File: src/rtl/pic_regs.vh
// Selector codes, reset values and pin count of the indirect pin configuration block.
`ifndef PIC_REGS_VH
`define PIC_REGS_VH
`define PIC_SEL_STOP_RECOVERY  8'h05
`define PIC_SEL_PULLUP         8'h06
`define PIC_SEL_ALT_SET1       8'h07
`define PIC_SEL_ALT_ENABLE     8'h02
`define PIC_RST_STOP_RECOVERY  8'h00
`define PIC_RST_PULLUP         8'h00
`define PIC_RST_ALT_SET1       8'h00
`define PIC_RST_ALT_ENABLE     8'h00
`define PIC_RST_ADDR           8'h00
`define PIC_PIN_COUNT          8
`endif

File: src/rtl/pic_port_config.v
// Indirectly addressed pin configuration sub-registers of one general-purpose port.
//
// Overview of operation
// - Selector 06H in the address register routes control accesses to pull-up enables.
// - Each pull-up bit enables its pin's weak pull-up; all bits reset to zero.
// - A recovery-enabled pin toggling during stop mode starts stop mode recovery.
// - A pin with recovery disabled never starts recovery by toggling.
// - Selector 07H routes control accesses to the alternate function set 1 register.
// - Set 1 bits choose which alternate function each pin carries.
// - The set 1 choice only applies while the pin's alternate enable is set.
`timescale 1ns/1ps
`include "pic_regs.vh"
module pic_port_config #(
   parameter PINS = `PIC_PIN_COUNT
) (
   // Clock, reset and clock enable.
   input  wire            sys_clk_in,
   input  wire            reset_in,
   input  wire            clk_en_in,
   // Port address register access.
   input  wire            addr_wr_in,
   // Port control register access.
   input  wire            ctrl_wr_in,
   input  wire [7:0]      wdata_in,
   output reg  [7:0]      addr_rdata_out,
   output reg  [7:0]      ctrl_rdata_out,
   // Pins and power state.
   input  wire [PINS-1:0] pin_in,
   input  wire            stop_mode_in,
   // Configuration results.
   output reg  [PINS-1:0] pin_pullup_enable_out,
   output reg             stop_recovery_out,
   output wire [PINS-1:0] alt_sel1_out,
   output wire [PINS-1:0] alt_sel0_out
);
   // Selector and sub-register storage.
   reg  [7:0]      port_addr_reg;
   reg  [7:0]      port_pullup_enable_reg;
   reg  [7:0]      stop_recovery_source_enable_reg;
   reg  [7:0]      alt_set1_reg;
   reg  [7:0]      alt_enable_reg;

   // Read path and per-pin results.
   reg  [7:0]      ctrl_rdata_next;
   wire [PINS-1:0] wake;

   // Selector decode and write strobes.
   wire            sel_pullup;
   wire            sel_alt_set1;
   wire            sel_recovery;
   wire            sel_alt_enable;
   wire            wr_pullup;
   wire            wr_alt_set1;
   wire            wr_recovery;
   wire            wr_alt_enable;

   // Decode the selector that stands in the address register before this edge.
   // Any other selector value matches nothing, so control writes to it are dropped.
   // Only the four mapped codes below reach a sub-register.
   // The decode is shared by the write strobes and reads the same register as the read mux.
   assign sel_pullup     = (port_addr_reg == `PIC_SEL_PULLUP);
   assign sel_alt_set1   = (port_addr_reg == `PIC_SEL_ALT_SET1);
   assign sel_recovery   = (port_addr_reg == `PIC_SEL_STOP_RECOVERY);
   assign sel_alt_enable = (port_addr_reg == `PIC_SEL_ALT_ENABLE);

   // Qualify control writes with the decoded selector.
   // An address write on the same edge only steers the next access, never this one.
   // This keeps the order of two writes on one edge free of any race.
   assign wr_pullup     = ctrl_wr_in & sel_pullup;
   assign wr_alt_set1   = ctrl_wr_in & sel_alt_set1;
   assign wr_recovery   = ctrl_wr_in & sel_recovery;
   assign wr_alt_enable = ctrl_wr_in & sel_alt_enable;

   // Port address register, loaded by address writes only.
   // A control write never touches it, so back-to-back and same-edge writes are safe.
   // Its value is kept while the clock enable is low.
   always @(posedge sys_clk_in) begin
      if (reset_in) begin
         port_addr_reg <= `PIC_RST_ADDR;
      end else if (clk_en_in) begin
         if (addr_wr_in) begin
            port_addr_reg <= wdata_in;
         end
      end
   end

   // Pull-up enable sub-register, one bit per pin.
   // It clears on reset so no pin is pulled up until software asks for it.
   // A write replaces all eight bits at once.
   always @(posedge sys_clk_in) begin
      if (reset_in) begin
         port_pullup_enable_reg <= `PIC_RST_PULLUP;
      end else if (clk_en_in) begin
         if (wr_pullup) begin
            port_pullup_enable_reg <= wdata_in;
         end
      end
   end

   // Stop recovery source enable sub-register.
   // It clears on reset, so no pin can end stop mode until software enables it.
   // Each bit feeds the transition detector of its own pin slice.
   always @(posedge sys_clk_in) begin
      if (reset_in) begin
         stop_recovery_source_enable_reg <= `PIC_RST_STOP_RECOVERY;
      end else if (clk_en_in) begin
         if (wr_recovery) begin
            stop_recovery_source_enable_reg <= wdata_in;
         end
      end
   end

   // Alternate function set 1 sub-register.
   // Its bits only steer pins whose alternate enable is also set.
   // Software may load it before enabling the pins to avoid a wrong function for a cycle.
   always @(posedge sys_clk_in) begin
      if (reset_in) begin
         alt_set1_reg <= `PIC_RST_ALT_SET1;
      end else if (clk_en_in) begin
         if (wr_alt_set1) begin
            alt_set1_reg <= wdata_in;
         end
      end
   end

   // Alternate function enable sub-register.
   // Clear bits keep their pins on plain port use whatever set 1 holds.
   // It is the gate that lets a set 1 choice reach a pin.
   always @(posedge sys_clk_in) begin
      if (reset_in) begin
         alt_enable_reg <= `PIC_RST_ALT_ENABLE;
      end else if (clk_en_in) begin
         if (wr_alt_enable) begin
            alt_enable_reg <= wdata_in;
         end
      end
   end

   // Read mux of the selected sub-register.
   // Unknown selectors read zero, so stale data never leaks through the control register.
   // The mux follows the selector directly, so a new selector shows one cycle later.
   // Every branch assigns the result, which keeps the process free of latches.
   always @* begin
      case (port_addr_reg)
         `PIC_SEL_PULLUP: begin
            ctrl_rdata_next = port_pullup_enable_reg;
         end
         `PIC_SEL_ALT_SET1: begin
            ctrl_rdata_next = alt_set1_reg;
         end
         `PIC_SEL_STOP_RECOVERY: begin
            ctrl_rdata_next = stop_recovery_source_enable_reg;
         end
         `PIC_SEL_ALT_ENABLE: begin
            ctrl_rdata_next = alt_enable_reg;
         end
         default: begin
            ctrl_rdata_next = 8'h00;
         end
      endcase
   end

   // Registered read data of both registers.
   // Reads see the register contents one cycle after they change.
   // The address register reads back as written, whether mapped or not.
   // Both outputs freeze with the rest of the block while the clock enable is low.
   always @(posedge sys_clk_in) begin
      if (reset_in) begin
         addr_rdata_out <= 8'h00;
         ctrl_rdata_out <= 8'h00;
      end else if (clk_en_in) begin
         addr_rdata_out <= port_addr_reg;
         ctrl_rdata_out <= ctrl_rdata_next;
      end
   end

   // Registered pull-up controls; bit n goes to pin n.
   // The flop keeps the pad controls free of glitches from the write path.
   // They lag the sub-register by one cycle.
   // All pull-ups are off during and right after reset.
   always @(posedge sys_clk_in) begin
      if (reset_in) begin
         pin_pullup_enable_out <= {PINS{1'b0}};
      end else if (clk_en_in) begin
         pin_pullup_enable_out <= port_pullup_enable_reg[PINS-1:0];
      end
   end

   // Stop recovery request, two cycles after an enabled pin toggled in stop mode.
   // The per-pin results merge here so the request leaves the block from one flop.
   // Pins with recovery disabled never set their slice result, so they cannot raise it.
   // The request is a one-cycle pulse per detected transition.
   always @(posedge sys_clk_in) begin
      if (reset_in) begin
         stop_recovery_out <= 1'b0;
      end else if (clk_en_in) begin
         stop_recovery_out <= |wake;
      end
   end

   // One slice per pin; bit n of each register drives pin n.
   // Each slice keeps its own pin history and alternate function flops.
   // The slices share the clock, reset, clock enable and stop state.
   genvar n;
   generate
      for (n = 0; n < PINS; n = n + 1) begin : g_pin
         pic_pin_slice u_slice (
            .sys_clk_in     (sys_clk_in),
            .reset_in       (reset_in),
            .clk_en_in      (clk_en_in),
            .stop_mode_in   (stop_mode_in),
            .pin_in         (pin_in[n]),
            .recovery_en_in (stop_recovery_source_enable_reg[n]),
            .alt_enable_in  (alt_enable_reg[n]),
            .alt_set1_in    (alt_set1_reg[n]),
            .wake_out       (wake[n]),
            .alt_sel1_out   (alt_sel1_out[n]),
            .alt_sel0_out   (alt_sel0_out[n])
         );
      end
   endgenerate
endmodule

File: src/rtl/pic_pin_slice.v
// Per-pin slice: transition detect for stop recovery and alternate function routing.
`timescale 1ns/1ps
module pic_pin_slice (
   // Clock and control.
   input  wire sys_clk_in,
   input  wire reset_in,
   input  wire clk_en_in,
   input  wire stop_mode_in,
   // Pin and configuration.
   input  wire pin_in,
   input  wire recovery_en_in,
   input  wire alt_enable_in,
   input  wire alt_set1_in,
   // Results.
   output reg  wake_out,
   output reg  alt_sel1_out,
   output reg  alt_sel0_out
);
   reg pin_last_reg;

   // Remember the previous pin level and flag a qualified transition in stop mode.
   always @(posedge sys_clk_in) begin
      if (reset_in) begin
         pin_last_reg <= 1'b0;
         wake_out     <= 1'b0;
         alt_sel1_out <= 1'b0;
         alt_sel0_out <= 1'b0;
      end else if (clk_en_in) begin
         pin_last_reg <= pin_in;
         // Only enabled pins may start recovery; others are ignored.
         wake_out     <= stop_mode_in & recovery_en_in & (pin_in ^ pin_last_reg);
         // Set 1 choice only routes when the pin's alternate enable is set.
         alt_sel1_out <= alt_enable_in & alt_set1_in;
         alt_sel0_out <= alt_enable_in & ~alt_set1_in;
      end
   end
endmodule

File: config.mk
export PLATFORM = sky130hd
export DESIGN_NAME = pic_port_config
export DESIGN_NICKNAME = d
export VERILOG_FILES = /design/src/rtl/pic_port_config.v /design/src/rtl/pic_pin_slice.v
export VERILOG_INCLUDE_DIRS = /design/src /design/src/rtl
export SDC_FILE = /design/constraint.sdc
export NUM_CORES = 1
export LEC_CHECK = 0
export BUFFER_PORTS_ARGS = -buffer_cell sky130_fd_sc_hd__buf_2
export CORE_MARGIN = 2
export CORE_UTILIZATION = 56
export DETAILED_ROUTE_END_ITERATION = 12
export PLACE_DENSITY = 0.81
export SETUP_SLACK_MARGIN = 0.4
export SLEW_MARGIN = 10
export SYNTH_ARGS = -nofsm -noshare
export SYNTH_HDL_FRONTEND = slang
export SYNTH_HIERARCHICAL = 1
export SYNTH_SLANG_ARGS = --single-unit
File: constraint.sdc
create_clock -name sys_clk_in -period 1.85 [get_ports sys_clk_in]
set_input_delay 0.4625 -clock sys_clk_in [delete_from_list [all_inputs] [get_ports sys_clk_in]]
set_output_delay 0.4625 -clock sys_clk_in [all_outputs]
set_load 0.1 [all_outputs]
==> key figures <==
Outcome
  • Status: finished clean

STA
  • Slew HR: 57.63%
  • Clock Skew: 0.01064 ns
  • Worst slew pin tran: 0.6333 ns
  • Sum Neg Setup Slack: 0 ns
  • RSZ-0062 raised after global routing: yes
  • Final min period: 1.446 ns
  • Crit share post-route: 78.16%
  • Max Clk Rate: 0.6916 GHz
  • Final hold violations: 0
  • Slew Limit Fails: 0
  • Setup violators final: 0
  • Fin worst setup slack: 0.4040 ns

Setup path
  • Number of buffers and inverters on the critical path: 1
  • Slowest stage delay, CP: 0.40 ns
  • Worst EP arrival: 0.98 ns
  • Worst Setup Start Kind: register
  • Worst-path cell chain: buf_8
  • Crit path max fanout: 2
  • CP endpoint kind: output port
  • CP delay by family, top: flip-flops
  • Slowest CP cell: dfxtp_1
  • CP Class: register to output port
  • CP required: 1.39 ns

Floorplanning
  • Die Height: 88.53 um
  • Initial core utilization: 58.25%
  • Die area: 7838 sq um
  • Die width: 88.53 um
  • Core area: 6869 sq um
  • Ports: 63
  • # rows: 30

Final layout
  • Area Growth Syn to Fin: 24.80%
  • Fillers: 502
  • Finished Cell Area: 4994 sq um
  • Non-filler cells, final: 563
  • Final design utilization: 72.70%
  • ANT cells: 0
  • Fin nets: 485
  • Layout cells sized above 1: 24.41%

Clock network
  • Inserted Clock Buffers: 9
  • TritonCTS sink count: 97
  • Clock tree buffer depth: 2
  • Clock transition at the registers of the reported paths: 0.09 ns
  • Postcts setup bufs: 0
  • Hold buffers post-CTS: 0
  • Clock latency on the worst-skew pair: 0.36 ns
  • Clock Tree Root: clkbuf_8
  • CTS tree: done
  • H-Tree Depth: 3

Detailed routing
  • Drc violations: 0
  • DR iter-0 viols: 167
  • Routed wl met2: 4.255 mm
  • DR pass1 iterations: 7
  • WL met3: 351 um
  • Met1 wire length: 4.298 mm
  • Remaining antenna violation count after routing: 0
  • WL/cell: 15.95 um
  • Max layer used: met4
  • Routed Wire Length: 8.978 mm
  • Vias: 3,086
  • Post-DR vias/cell: 5.481

Job
  • Max-Cap Viols: 0

Global route
  • Antenna violations before repair: 0
  • First-pass GRT wire length: 14.78 mm
  • Largest net degree at the start of global routing: 37
  • GRT Overall Usage: 24.32%
  • Vias in the first global route: 3,036
  • Grt ovf: 0

Power and ir drop
  • Worst vdd ir: 0.4594 mV
  • Lkg Pwr: 2.003 nW
  • PD cells: 739.8 nW/um^2

Logic synthesis
  • Seq/Total Area, Yosys: 48.53%
  • Syn_area_per_cell: 10.21 sq um
  • Synth Net Count: 414
  • Synth Register Bits: 97
  • Asr flop ratio synth: 0%
  • Yosys cell types: 33
  • Syn Inst Count: 392
  • Top FF cell, synth: dfxtp_1
  • Post-synth EDFFs: 0
  • Synth warn: 6
  • Cell Area, Synth: 4001 sq um

Place
  • IO buf count: 62
  • HPWL after DPL: 6.137 mm
  • Final GP Congestion: 0.7879
  • Pre-CTS setup slack: 0.2137 ns
  • Dpl cells: 548
  • Placed Area: 4476 sq um

Min path
  • Worst hold path class: input port to register
[cell families (layout without fill, tap and decap cells)]
family	count (synthesis)	after routing	share of synthesized area (%)
AOI/OAI and AO/OA	50	50	8.287
xor gates and xnor gates	8	8	1.751
buffers and inverters	25	100	2.783
DFF	97	97	48.53
muxes	65	65	16.54
and+or+nand+nor	147	147	22.11
[stage by stage]
stage / power, mW / hold slack (ns)
2_1_floorplan: 2.372 / 0.4500
3_3_place_gp: 2.488 / 0.4418
3_5_place_dp: 2.492 / 0.4514
4_1_cts: 3.704 / 0.3555
5_1_grt: 3.816 / 0.3677
6_report: 3.694 / 0.3558
[synthesized netlist by cell type, types with 3 or more instances]
master | count | share of area [%]
mux2_2 | 9 | 2.5
nand3_1 | 16 | 2.0
nor2_1 | 27 | 2.5
nand2_1 | 17 | 1.6
buf_4 | 3 | 0.56
buf_2 | 5 | 0.63
a21oi_1 | 24 | 3.0
o32ai_1 | 8 | 1.8
nand3b_1 | 8 | 1.5
inv_1 | 8 | 0.75
xnor2_1 | 8 | 1.8
mux2i_1 | 56 | 14
nand2b_1 | 56 | 8.8
dfxtp_1 | 97 | 49
clkbuf_1 | 9 | 0.84
a222oi_1 | 7 | 1.8
nand4b_1 | 8 | 1.8
o21ai_1 | 6 | 0.75
[worst paths after layout]
path | start | to | slack (ns) | depth (start not counted)
max | ctrl_rdata_out[6]$_SDFFE_PP0P_ | ctrl_rdata_out[6] | 0.40 | 1
min | wdata_in[5] | port_addr_reg[5]$_SDFFE_PP0P_ | 0.36 | 3
max reg2reg | port_addr_reg[7]$_SDFFE_PP0P_ | stop_recovery_source_enable_reg[1]$_SDFFE_PP0P_ | 0.42 | 4
min reg2reg | ctrl_rdata_out[2]$_SDFFE_PP0P_ | ctrl_rdata_out[2]$_SDFFE_PP0P_ | 0.48 | 2
[layout by cell type, fill, tap and decap left out, drive strengths merged]
cell / Yosys / layout
nand3b: 8 / 8
inv: 8 / 8
nor2: 27 / 27
and3: 1 / 1
mux2: 9 / 9
clkbuf: 9 / 11
xnor2: 8 / 8
nand3: 17 / 17
a311oi: 1 / 1
nor4: 2 / 2
o32ai: 8 / 8
nand4: 2 / 2
and4b: 1 / 1
a22oi: 1 / 1
buf: 8 / 77
a222oi: 7 / 7
dfxtp: 97 / 97
o2111ai: 1 / 1
and2: 1 / 1
nand2: 17 / 17
nor2b: 2 / 2
nor4b: 1 / 1
o21ai: 8 / 8
clkinvlp: 0 / 4
and3b: 2 / 2
a21oi: 24 / 24
nor3: 1 / 1
nand4b: 8 / 8
and4bb: 1 / 1
mux2i: 56 / 56
nand2b: 56 / 56
[routing by layer]
| metal | up-vias | GRT usage [%] |
|---|---|---|
| li1 | 1524 | - |
| met4 | 0 | 8.127 |
| met2 | 80 | 38.55 |
| met3 | 7 | 4.291 |
| met1 | 1475 | 33.80 |
| met5 | - | 0 |
[area by class of cell]
type | count | area (sq um) | share of cell area, %
multi-input cells | 270 | 1968 | 39.41
flip-flops and latches | 97 | 1952 | 39.09
repair buffers | 77 | 752.0 | 15.06
clock buffers | 11 | 141.4 | 2.831
well taps | 96 | 120.1 | 2.405
clock inverters | 4 | 30.03 | 0.6014
inverters | 8 | 30.03 | 0.6014
[power breakdown]
| group | internal [mW] | total, mW | leakage (nW) | switching, mW |
|---|---|---|---|---|
| Clock | 0.518 | 1.23 | 0.0737 | 0.715 |
| Sequential | 2.11 | 2.14 | 0.787 | 0.0254 |
| Combinational | 0.129 | 0.323 | 1.14 | 0.194 |
[repair_timing]
action                                  in CTS  in global routing
pin swaps                                    2                  3
endpoints found under the setup margin      71                 37
gates resized for setup                     83                 25
Note: power is estimated with default switching activity, not from simulation.
